==> config.mk <==
export PLATFORM = sky130hd
export DESIGN_NAME = pmc_top
export DESIGN_NICKNAME = d
export VERILOG_FILES = /design/src/rtl/pmc_pkg.sv /design/src/rtl/pmc_cycle_gen.sv /design/src/rtl/pmc_top.sv
export SDC_FILE = /design/constraint.sdc
export NUM_CORES = 1
export LEC_CHECK = 0
export ABC_AREA = 1
export BUFFER_PORTS_ARGS = -buffer_cell sky130_fd_sc_hd__buf_4
export CAP_MARGIN = 20
export CORE_MARGIN = 2
export CORE_UTILIZATION = 45
export CTS_CLUSTER_SIZE = 30
export DETAILED_ROUTE_END_ITERATION = 10
export PLACE_DENSITY = 0.86
export REMOVE_ABC_BUFFERS = 1
export SYNTH_ARGS = -nofsm -noshare
export SYNTH_HDL_FRONTEND = slang
export SYNTH_SLANG_ARGS = --single-unit
==> constraint.sdc <==
create_clock -name CLK -period 2.4 [get_ports CLK]
set_input_delay 0.48 -clock CLK [delete_from_list [all_inputs] [get_ports CLK]]
set_output_delay 0.48 -clock CLK [all_outputs]
set_load 0.005 [all_outputs]
==> src/rtl/pmc_pkg.sv <==
// constants and types shared by the power mode and clock divider control
package pmc_pkg;

   // ****************************************
   // bus shape
   // ****************************************
   localparam int PMC_ADDR_W = 12;
   localparam int PMC_DATA_W = 32;
   localparam int PMC_IDX_W  = 10;

   // ****************************************
   // register indices, byte address = 4 * index
   // ****************************************
   localparam logic [PMC_IDX_W-1:0] PMC_IDX_PWRCTL = 10'h087;
   localparam logic [PMC_IDX_W-1:0] PMC_IDX_CKDIV  = 10'h08f;
   localparam logic [PMC_IDX_W-1:0] PMC_IDX_STATUS = 10'h090;

   // decoder result codes
   localparam logic [1:0] PMC_SEL_NONE   = 2'h0;
   localparam logic [1:0] PMC_SEL_PWRCTL = 2'h1;
   localparam logic [1:0] PMC_SEL_CKDIV  = 2'h2;
   localparam logic [1:0] PMC_SEL_STATUS = 2'h3;

   // ****************************************
   // field positions and reset values
   // ****************************************
   localparam int PMC_PWR_IDLE_BIT = 0;
   localparam int PMC_PWR_PD_BIT   = 1;
   localparam int PMC_CK_CPU_BIT   = 0;
   localparam int PMC_CK_PERIPH_LO = 1;
   localparam int PMC_N_PERIPH     = 7;
   localparam logic [7:0] PMC_PWR_RESET = 8'h00;
   localparam logic [7:0] PMC_CK_RESET  = 8'h00;

   localparam int PMC_ST_IDLE_BIT = 0;
   localparam int PMC_ST_PD_BIT   = 1;
   localparam int PMC_ST_WAKE_BIT = 2;
   localparam int PMC_ST_FAST_BIT = 3;
   localparam int PMC_ST_OPT_BIT  = 4;

   // ****************************************
   // timing
   // ****************************************
   localparam int PMC_WAKE_HOLD_CLKS = 1024;
   localparam int PMC_SLOW_DIV       = 12;
   localparam int PMC_FAST_DIV       = 6;

   typedef enum logic [3:0] {
      PMC_RUN    = 4'b0001,
      PMC_IDLE   = 4'b0010,
      PMC_PDOWN  = 4'b0100,
      PMC_PDEXIT = 4'b1000
   } pmc_state_t;

endpackage

==> src/rtl/pmc_cycle_gen.sv <==
// machine cycle enable generator, six or twelve clocks per cycle per output
`timescale 1ns/1ps
module pmc_cycle_gen #(
   parameter int N_OUT = 8
) (
   input  wire logic             clk,
   input  wire logic             arst_n,
   input  wire logic             run,
   input  wire logic [N_OUT-1:0] six_sel,
   output logic      [N_OUT-1:0] cyc_en
);
   import pmc_pkg::*;

   // ****************************************
   // shared phase counter
   // ****************************************
   localparam logic [3:0] LAST_SLOW = 4'(PMC_SLOW_DIV - 1);
   localparam logic [3:0] LAST_FAST = 4'(PMC_FAST_DIV - 1);

   logic [3:0] phase_q;

   // one shared phase keeps six and twelve clock users aligned
   always_ff @(posedge clk or negedge arst_n) begin
      if (!arst_n) begin
         phase_q <= 4'h0;
      end else if (phase_q == LAST_SLOW) begin
         phase_q <= 4'h0;
      end else begin
         phase_q <= phase_q + 4'h1;
      end
   end

   // ****************************************
   // per output enables
   // ****************************************
   genvar i;
   generate
      for (i = 0; i < N_OUT; i++) begin : g_en
         always_ff @(posedge clk or negedge arst_n) begin
            if (!arst_n) begin
               cyc_en[i] <= 1'b0;
            end else begin
               cyc_en[i] <= run && ((phase_q == LAST_SLOW) ||
                            (six_sel[i] && phase_q == LAST_FAST));
            end
         end
      end
   endgenerate

endmodule

==> src/rtl/pmc_top.sv <==
// power mode and clock divider control, apb register slave
//
// How it works
// idle request halts pc, clocks keep running
// ram and registers untouched during idle
// interrupt service start clears idle, resumes
// hardware reset ends idle or power-down
// power-down request stops the clock
// power-down keeps state, level wake only
// level wake ends power-down, service clears bit
// wake pin low 1024 clocks before high
// pin high again runs service, then resumes
// idle holds both strobes high
// power-down holds both strobes low
// cpu select bit0: 0 twelve, 1 six
// fast option forces six, bit ignored
// bits 7..1 pick peripheral 6 or 12
// cpu twelve forces peripherals to twelve
// both requests set: power-down wins
//
// The APB register port was decided locally.
`timescale 1ns/1ps
module pmc_top (
   input  wire logic                            CLK,
   input  wire logic                            ARST_N,
   input  wire logic                            PSEL,
   input  wire logic                            PENABLE,
   input  wire logic                            PWRITE,
   input  wire logic [pmc_pkg::PMC_ADDR_W-1:0]  PADDR,
   input  wire logic [pmc_pkg::PMC_DATA_W-1:0]  PWDATA,
   output logic      [pmc_pkg::PMC_DATA_W-1:0]  PRDATA,
   output logic                                 PREADY,
   output logic                                 PSLVERR,
   input  wire logic                            FAST_CLOCK_OPT,
   input  wire logic                            INT_SERVICE_START,
   input  wire logic [1:0]                      EXT_INT_N,
   input  wire logic [1:0]                      EXT_INT_ENABLE,
   input  wire logic [1:0]                      EXT_INT_LEVEL_MODE,
   input  wire logic                            ADDR_LATCH_IN,
   input  wire logic                            PROGRAM_STORE_STROBE_IN,
   output logic                                 ADDR_LATCH_STROBE,
   output logic                                 PROGRAM_STORE_STROBE,
   output logic                                 CPU_HALT,
   output logic                                 CPU_CLOCK_RUN,
   output logic                                 PERIPH_CLOCK_RUN,
   output logic                                 WAKE_REQUEST,
   output logic                                 CPU_CYCLE_EN,
   output logic [pmc_pkg::PMC_N_PERIPH-1:0]     PERIPH_CYCLE_EN
);
   import pmc_pkg::*;

   // ****************************************
   // declarations
   // ****************************************
   localparam logic [10:0] WAKE_HOLD = 11'(PMC_WAKE_HOLD_CLKS);

   logic                    setup_phase;
   logic                    access_done;
   logic                    wr_done;
   logic [1:0]              sel_now;
   logic                    pready_q;
   logic                    pslverr_q;
   logic [PMC_DATA_W-1:0]   prdata_q;
   logic [PMC_DATA_W-1:0]   rd_mux;

   logic                    idle_req_q;
   logic                    pd_req_q;
   logic                    idle_set;
   logic                    pd_set;
   logic [7:0]              ckdiv_q;

   pmc_state_t              state_q;
   pmc_state_t              state_d;
   logic [10:0]             hold_cnt_q;
   logic                    hold_met;
   logic                    wake_low;

   logic                    cpu_fast;
   logic [PMC_N_PERIPH:0]   six_sel;
   logic [PMC_N_PERIPH:0]   cyc_en;
   logic                    gen_run;

   logic                    halt_q;
   logic                    cpu_run_q;
   logic                    per_run_q;
   logic                    ale_q;
   logic                    pss_q;
   logic                    wake_q;

   // ****************************************
   // address decode
   // ****************************************
   function automatic logic [1:0] pmc_decode(
      input logic [PMC_ADDR_W-1:0] addr
   );
      logic [PMC_IDX_W-1:0] idx;
      idx = addr[PMC_ADDR_W-1:2];
      if (addr[1:0] != 2'h0) begin
         pmc_decode = PMC_SEL_NONE;
      end else if (idx == PMC_IDX_PWRCTL) begin
         pmc_decode = PMC_SEL_PWRCTL;
      end else if (idx == PMC_IDX_CKDIV) begin
         pmc_decode = PMC_SEL_CKDIV;
      end else if (idx == PMC_IDX_STATUS) begin
         pmc_decode = PMC_SEL_STATUS;
      end else begin
         pmc_decode = PMC_SEL_NONE;
      end
   endfunction

   // ****************************************
   // apb handshake
   // ****************************************
   assign setup_phase = PSEL && !PENABLE;
   assign access_done = PSEL && PENABLE && pready_q;
   assign sel_now     = pmc_decode(PADDR);
   assign wr_done     = access_done && PWRITE;

   // one wait-free access phase: ready rises in the cycle after setup
   always_ff @(posedge CLK or negedge ARST_N) begin
      if (!ARST_N) begin
         pready_q <= 1'b0;
      end else begin
         pready_q <= setup_phase;
      end
   end

   // unmapped or misaligned addresses answer with an error
   always_ff @(posedge CLK or negedge ARST_N) begin
      if (!ARST_N) begin
         pslverr_q <= 1'b0;
      end else begin
         pslverr_q <= setup_phase && (sel_now == PMC_SEL_NONE);
      end
   end

   always_comb begin
      rd_mux = '0;
      if (sel_now == PMC_SEL_PWRCTL) begin
         rd_mux[PMC_PWR_IDLE_BIT] = idle_req_q;
         rd_mux[PMC_PWR_PD_BIT]   = pd_req_q;
      end else if (sel_now == PMC_SEL_CKDIV) begin
         rd_mux[7:0] = ckdiv_q;
      end else if (sel_now == PMC_SEL_STATUS) begin
         rd_mux[PMC_ST_IDLE_BIT] = (state_q == PMC_IDLE);
         rd_mux[PMC_ST_PD_BIT]   = (state_q == PMC_PDOWN);
         rd_mux[PMC_ST_WAKE_BIT] = wake_q;
         rd_mux[PMC_ST_FAST_BIT] = cpu_fast;
         rd_mux[PMC_ST_OPT_BIT]  = FAST_CLOCK_OPT;
      end
   end

   // read data captured in setup, held through the access phase
   always_ff @(posedge CLK or negedge ARST_N) begin
      if (!ARST_N) begin
         prdata_q <= '0;
      end else if (setup_phase) begin
         prdata_q <= PWRITE ? '0 : rd_mux;
      end
   end

   // ****************************************
   // power control requests
   // ****************************************
   assign idle_set = wr_done && (sel_now == PMC_SEL_PWRCTL) &&
                     PWDATA[PMC_PWR_IDLE_BIT];
   assign pd_set   = wr_done && (sel_now == PMC_SEL_PWRCTL) &&
                     PWDATA[PMC_PWR_PD_BIT];

   // software sets, service start clears; a set in the same cycle wins
   always_ff @(posedge CLK or negedge ARST_N) begin
      if (!ARST_N) begin
         idle_req_q <= PMC_PWR_RESET[PMC_PWR_IDLE_BIT];
      end else if (idle_set) begin
         idle_req_q <= 1'b1;
      end else if (INT_SERVICE_START) begin
         idle_req_q <= 1'b0;
      end
   end

   always_ff @(posedge CLK or negedge ARST_N) begin
      if (!ARST_N) begin
         pd_req_q <= PMC_PWR_RESET[PMC_PWR_PD_BIT];
      end else if (pd_set) begin
         pd_req_q <= 1'b1;
      end else if (INT_SERVICE_START && state_q != PMC_PDOWN) begin
         pd_req_q <= 1'b0;
      end
   end

   // ****************************************
   // clock divide select
   // ****************************************
   // only bus writes touch it, so it holds through idle and power-down
   always_ff @(posedge CLK or negedge ARST_N) begin
      if (!ARST_N) begin
         ckdiv_q <= PMC_CK_RESET;
      end else if (wr_done && sel_now == PMC_SEL_CKDIV) begin
         ckdiv_q <= PWDATA[7:0];
      end
   end

   // ****************************************
   // wake pin qualification
   // ****************************************
   // only enabled pins in level mode may wake a stopped clock
   assign wake_low = |(~EXT_INT_N & EXT_INT_ENABLE & EXT_INT_LEVEL_MODE);
   assign hold_met = (hold_cnt_q >= WAKE_HOLD);

   // saturating count of low clocks; a short pulse is discarded
   always_ff @(posedge CLK or negedge ARST_N) begin
      if (!ARST_N) begin
         hold_cnt_q <= 11'h000;
      end else if (state_q != PMC_PDOWN) begin
         hold_cnt_q <= 11'h000;
      end else if (wake_low) begin
         if (!hold_met) begin
            hold_cnt_q <= hold_cnt_q + 11'h001;
         end
      end else if (!hold_met) begin
         hold_cnt_q <= 11'h000;
      end
   end

   // ****************************************
   // mode state machine
   // ****************************************
   always_comb begin
      state_d = state_q;
      case (state_q)
         PMC_RUN: begin
            if (pd_req_q) begin
               state_d = PMC_PDOWN;
            end else if (idle_req_q) begin
               state_d = PMC_IDLE;
            end
         end
         PMC_IDLE: begin
            if (pd_req_q) begin
               state_d = PMC_PDOWN;
            end else if (!idle_req_q) begin
               state_d = PMC_RUN;
            end
         end
         PMC_PDOWN: begin
            if (hold_met && !wake_low) begin
               state_d = PMC_PDEXIT;
            end
         end
         PMC_PDEXIT: begin
            if (!pd_req_q) begin
               state_d = PMC_RUN;
            end
         end
         default: begin
            state_d = PMC_RUN;
         end
      endcase
   end

   always_ff @(posedge CLK or negedge ARST_N) begin
      if (!ARST_N) begin
         state_q <= PMC_RUN;
      end else begin
         state_q <= state_d;
      end
   end

   // ****************************************
   // core controls
   // ****************************************
   // pc held in idle and power-down; released for the wake service
   always_ff @(posedge CLK or negedge ARST_N) begin
      if (!ARST_N) begin
         halt_q <= 1'b0;
      end else begin
         halt_q <= (state_d == PMC_IDLE) || (state_d == PMC_PDOWN);
      end
   end

   // clock gates for core and peripherals, closed only in power-down
   always_ff @(posedge CLK or negedge ARST_N) begin
      if (!ARST_N) begin
         cpu_run_q <= 1'b1;
      end else begin
         cpu_run_q <= (state_d != PMC_PDOWN);
      end
   end

   always_ff @(posedge CLK or negedge ARST_N) begin
      if (!ARST_N) begin
         per_run_q <= 1'b1;
      end else begin
         per_run_q <= (state_d != PMC_PDOWN);
      end
   end

   // wake request stands until the core starts its service
   always_ff @(posedge CLK or negedge ARST_N) begin
      if (!ARST_N) begin
         wake_q <= 1'b0;
      end else begin
         wake_q <= (state_d == PMC_PDEXIT) && pd_req_q;
      end
   end

   // ****************************************
   // external strobes
   // ****************************************
   always_ff @(posedge CLK or negedge ARST_N) begin
      if (!ARST_N) begin
         ale_q <= 1'b1;
      end else if (state_d == PMC_PDOWN) begin
         ale_q <= 1'b0;
      end else if (state_d == PMC_IDLE) begin
         ale_q <= 1'b1;
      end else begin
         ale_q <= ADDR_LATCH_IN;
      end
   end

   always_ff @(posedge CLK or negedge ARST_N) begin
      if (!ARST_N) begin
         pss_q <= 1'b1;
      end else if (state_d == PMC_PDOWN) begin
         pss_q <= 1'b0;
      end else if (state_d == PMC_IDLE) begin
         pss_q <= 1'b1;
      end else begin
         pss_q <= PROGRAM_STORE_STROBE_IN;
      end
   end

   // ****************************************
   // machine cycle enables
   // ****************************************
   // the option pin overrides the register bit outright
   assign cpu_fast = FAST_CLOCK_OPT | ckdiv_q[PMC_CK_CPU_BIT];

   // index 0 is the cpu, 1..7 follow the register bit order
   always_comb begin
      six_sel = '0;
      six_sel[0] = cpu_fast;
      for (int k = PMC_CK_PERIPH_LO; k <= PMC_N_PERIPH; k++) begin
         six_sel[k] = cpu_fast && !ckdiv_q[k];
      end
   end

   // stopped clock means no cycle enables at all
   assign gen_run = (state_d != PMC_PDOWN);

   pmc_cycle_gen #(
      .N_OUT   (PMC_N_PERIPH + 1)
   ) u_cycle_gen (
      .clk     (CLK),
      .arst_n  (ARST_N),
      .run     (gen_run),
      .six_sel (six_sel),
      .cyc_en  (cyc_en)
   );

   // ****************************************
   // outputs
   // ****************************************
   assign PREADY               = pready_q;
   assign PSLVERR              = pslverr_q;
   assign PRDATA               = prdata_q;
   assign CPU_HALT             = halt_q;
   assign CPU_CLOCK_RUN        = cpu_run_q;
   assign PERIPH_CLOCK_RUN     = per_run_q;
   assign WAKE_REQUEST         = wake_q;
   assign ADDR_LATCH_STROBE    = ale_q;
   assign PROGRAM_STORE_STROBE = pss_q;
   assign CPU_CYCLE_EN         = cyc_en[0];
   assign PERIPH_CYCLE_EN      = cyc_en[PMC_N_PERIPH:1];

endmodule

==> results.txt <==
The critical path starts at u_cycle_gen.phase_q[0]. The post-synthesis simple-gate area fraction works out to 23.5%. IR analysis of the VDD net gives a maximum drop of 220 uV. After synthesis the cells add up to 0.00275 sq mm.

In the detailed route, the total length drawn on met2 is 2800 um. Buffers inserted to repair hold after CTS numbered 0. The number of placement rows was 28. For the number of max-slew violations in the final report, the log shows 0. The DRC marker count from the first detailed-route iteration was 152. Summing the areas of all compound-gate instances in the mapped netlist gives 10.9% of the synthesized area. The placeable core area was 0.00592 sq mm. TritonCTS built the clock tree. The global-route wire length before repair was 9410 um. The tools report the number of global-route vias before repair as 2271.

The number of nets at the end of the flow is 459. Ranked by total cell area, the synthesized netlist is headed by sky130_fd_sc_hd__dfrtp_1 (44%), sky130_fd_sc_hd__nand2_1 (10%), sky130_fd_sc_hd__inv_1 (7.5%). The tools report the distinct cell type count after synthesis as 38. Power spread over the standard cell area amounts to 466 mW/mm^2. The run gives 0.00176 uW as the leakage component of the power. The top metal layer carrying routed signals was met4. The post-synthesis share of cell area spent on xor and xnor gates came out at 0.318%. The tools report the reg-to-reg endpoint as u_cycle_gen.cyc_en[2].

Of all nets on the critical path, the largest fanout is 6. Buffers added to address setup during post-CTS repair amount to 0. Cell taking the most area after synthesis: sky130_fd_sc_hd__dfrtp_1. Setup repair after global routing left no endpoint under its margin.

For the finished layout, the period the worst path requires is 1.65 ns. The weighted congestion at the end of routability-driven global placement is 0.835, and the count of instances resized after the clock tree is built is 0. For the pin with the worst max-slew slack, the measured transition is 0.627 ns. Entering global routing, the biggest net connects 53 pins. In the final routed layout, each cell accounts on average for 11.6 um.

Startpoint of the lowest-slack register-to-register path: u_cycle_gen.phase_q[0]. After synthesis, the share of cell area in mux cells is 0%. The post-route antenna net violation count is 0, and the adder-cell area share of the yosys netlist is 1.36%. The combinational family with the most area after synthesis was simple AND/OR/NAND/NOR gates. The portion of synthesized cell area occupied by the leading cell type came out at 43.6%. The primary flip-flop cell chosen by synthesis mapping was sky130_fd_sc_hd__dfrtp_1. Once placement completed, the tool counted placed cells totaling 465.

The capturing instance or port of the critical path was u_cycle_gen.cyc_en[2]. The total overflow left after global routing is 0. STA classifies the critical path endpoint as a flop.

For this run, the number of Yosys warnings is 0. The run gives 536 as the number of fill cells in the layout. The worst hold path belongs to the class input pin to async pin.

The cell count after synthesis came out at 334. At the worst endpoint, the required time is 2.66 ns. For the worst flop-to-flop path, the logic depth is 6.

The met1 wire length is 2200 um. The post-detailed-route via-to-cell ratio was 4.73; the share of async-settable or async-resettable flops after synthesis was 100%. The routed design uses 368 um of met3 wire. The run finished with clean final reports. The logs give 0.0110 ns for the final setup skew and 107 for the number of I/O pins. The count of flip-flops with a built-in enable after synthesis is 0. Portion of the post-synthesis area used by sequential elements: 47.4%. The final route contains 2238 vias. Across all register-to-register paths, the minimum setup slack is 0.75 ns.

The number of endpoints with negative hold slack in the final report is 0, and the detailed-route DRC error count is 0. The initial utilization of the core area, before any placement, comes to 46.5%. The tools report the floorplan die area as 0.00676 sq mm. Measured along the x axis, the die boundary spans 82.2 um.

The routed design has 5470 um of wire. Detailed placement finished with a half-perimeter wire length of 4310 um. Counting the buffers created by CTS gives 5. The average instance in the mapped netlist occupies 8.25 sq um. The logs give 607 MHz for the highest achievable clock rate and 473 for the number of non-filler instances in the completed layout. For the final routed database, the setup TNS stands at 0 ns. The clock transition at the registers of the reported paths is 0.09 ns, and the worst max-slew margin expressed relative to the limit is 58.2%. Synthesis inferred 52 register bits. The kind of launch point of the worst setup path is a flop.

The final critical path takes up 68.6% of the cycle. Number of search-and-repair iterations in the first detailed-routing pass: 4. Counting every sink on the clock net gives 52. The run gives 2 as the maximum clock insertion buffer count. Compared with the post-synthesis result, the final layout area differs by 18.3%. For the final number of setup-violating endpoints, the log shows 0. STA puts the critical path data arrival time at 1.91 ns. Cells with a size suffix above 1 make up 24.6% of the layout. The clock network latency to the later pin of the worst-skew pair is 0.32 ns.

The count of input and output buffers was 58; the diode insertion count for antenna repair was 0. Global routing used 18.5% of the available tracks. The H-tree was split into 2 levels.

In this run the clock root is driven by a sky130_fd_sc_hd__clkbuf_8. The overall die height is 82.2 um. The max-cap check violation count is 0, and the number of antenna violations at the first check in global routing is 0. By startpoint and endpoint, the worst setup path is classified as flop to flop.
worst min-delay path by stage:
stage	startpoint	slack [ns]	end	depth (start not counted)
after floorplan	ARST_N	0.18	CPU_HALT	0
after global placement	hold_cnt_q[9]	0.47	hold_cnt_q[9]	2
after detailed placement	hold_cnt_q[9]	0.47	hold_cnt_q[9]	2
after CTS	ARST_N	0.20	u_cycle_gen.cyc_en[6]	1
after global routing	ARST_N	0.22	u_cycle_gen.cyc_en[1]	1
final	ARST_N	0.18	hold_cnt_q[1]	1
layer usage:
layer	GRT usage, %	vias to the layer above
met2	32.7	71
met1	20.3	1037
met5	0	-
met4	9.33	0
met3	5.22	9
li1	-	1121
cell type report:
| type | instances | area [sq um] | area share [%] |
|---|---|---|---|
| clock buffer | 5 | 68.8 | 2.11 |
| clock inverter | 3 | 21.3 | 0.653 |
| inverter | 60 | 225 | 6.91 |
| multi-input combinational | 217 | 1080 | 33.3 |
| sequential | 52 | 1310 | 40.1 |
| tap | 75 | 93.8 | 2.88 |
| timing repair buffer | 61 | 458 | 14.1 |
synth_stat cells (2+ instances only):
library cell,n
sky130_fd_sc_hd__o21ai_1,2
sky130_fd_sc_hd__nand2_2,4
sky130_fd_sc_hd__buf_4,25
sky130_fd_sc_hd__a211oi_1,5
sky130_fd_sc_hd__dfstp_2,4
sky130_fd_sc_hd__ha_1,3
sky130_fd_sc_hd__nor2_4,3
sky130_fd_sc_hd__nand4_1,9
sky130_fd_sc_hd__o21a_1,3
sky130_fd_sc_hd__nand3_1,9
sky130_fd_sc_hd__nand3b_1,4
sky130_fd_sc_hd__nand2_1,77
sky130_fd_sc_hd__inv_1,55
sky130_fd_sc_hd__o21ai_2,8
sky130_fd_sc_hd__inv_2,5
sky130_fd_sc_hd__o21ai_0,11
sky130_fd_sc_hd__or2_2,2
sky130_fd_sc_hd__dfrtp_1,48
sky130_fd_sc_hd__a21oi_1,5
sky130_fd_sc_hd__nor2_1,29
sky130_fd_sc_hd__nor3_1,6
registers in the layout, indices dropped and copies added, names as in the netlist, 4 cells and up:
signal,cells
PRDATA,8
u_cycle_gen.phase_q,4
state_q,4
hold_cnt_q,11
u_cycle_gen.cyc_en,8
ckdiv_q,8
power breakdown:
part	total [uW]	internal, uW	switching (uW)	leakage, uW
Clock	506	207	299	0.0000445
Sequential	887	884	2.29	0.000707
Combinational	125	54.5	70.5	0.00101
Total	1520	1150	372	0.00176
stage by stage:
step / hold slack (ns) / cell area [sq um] / total power, uW / util (%) / setup slack [ns]
after global placement: 0.465 / 3170 / 1030 / 53.5 / 0.593
after detailed placement: 0.466 / 3170 / 1030 / 53.5 / 0.549
after floorplan: 0.184 / 2620 / 953 / - / 0.644
after global routing: 0.217 / 3260 / 1590 / 55.0 / 0.546
after CTS: 0.196 / 3260 / 1530 / 55.0 / 0.751
final: 0.175 / 3260 / 1520 / 55.0 / 0.753
logic make-up after synthesis:
group                      count (synthesis)
adders and majority gates                  3
xor gates and xnor gates                   1
and+or+nand+nor                          145
other                                      1
buffers and inverters                     88
AOI/OAI and AO/OA                         44
DFF                                       52
placed cells by master, fill, tap and decap left out, types with 6 or more instances in the layout:
master	netlist	layout
sky130_fd_sc_hd__o21ai_0	11	11
sky130_fd_sc_hd__nor3_1	6	6
sky130_fd_sc_hd__nand4_1	9	9
sky130_fd_sc_hd__o21ai_2	8	8
sky130_fd_sc_hd__conb_1	1	24
sky130_fd_sc_hd__buf_4	25	61
sky130_fd_sc_hd__inv_1	55	55
sky130_fd_sc_hd__nand2_1	77	77
sky130_fd_sc_hd__nand3_1	9	9
sky130_fd_sc_hd__nor2_1	29	29
sky130_fd_sc_hd__dfrtp_1	48	48
critical path, cell delays in order (launching register included):
cell and delay, ns:
sky130_fd_sc_hd__dfrtp_1 0.40, sky130_fd_sc_hd__ha_1 0.18, sky130_fd_sc_hd__nand2_1 0.09, sky130_fd_sc_hd__nor2_1 0.31, sky130_fd_sc_hd__a41oi_1 0.17, sky130_fd_sc_hd__nor2_1 0.28, sky130_fd_sc_hd__o21a_1 0.16
No activity file was read; power rests on OpenSTA's default activity.
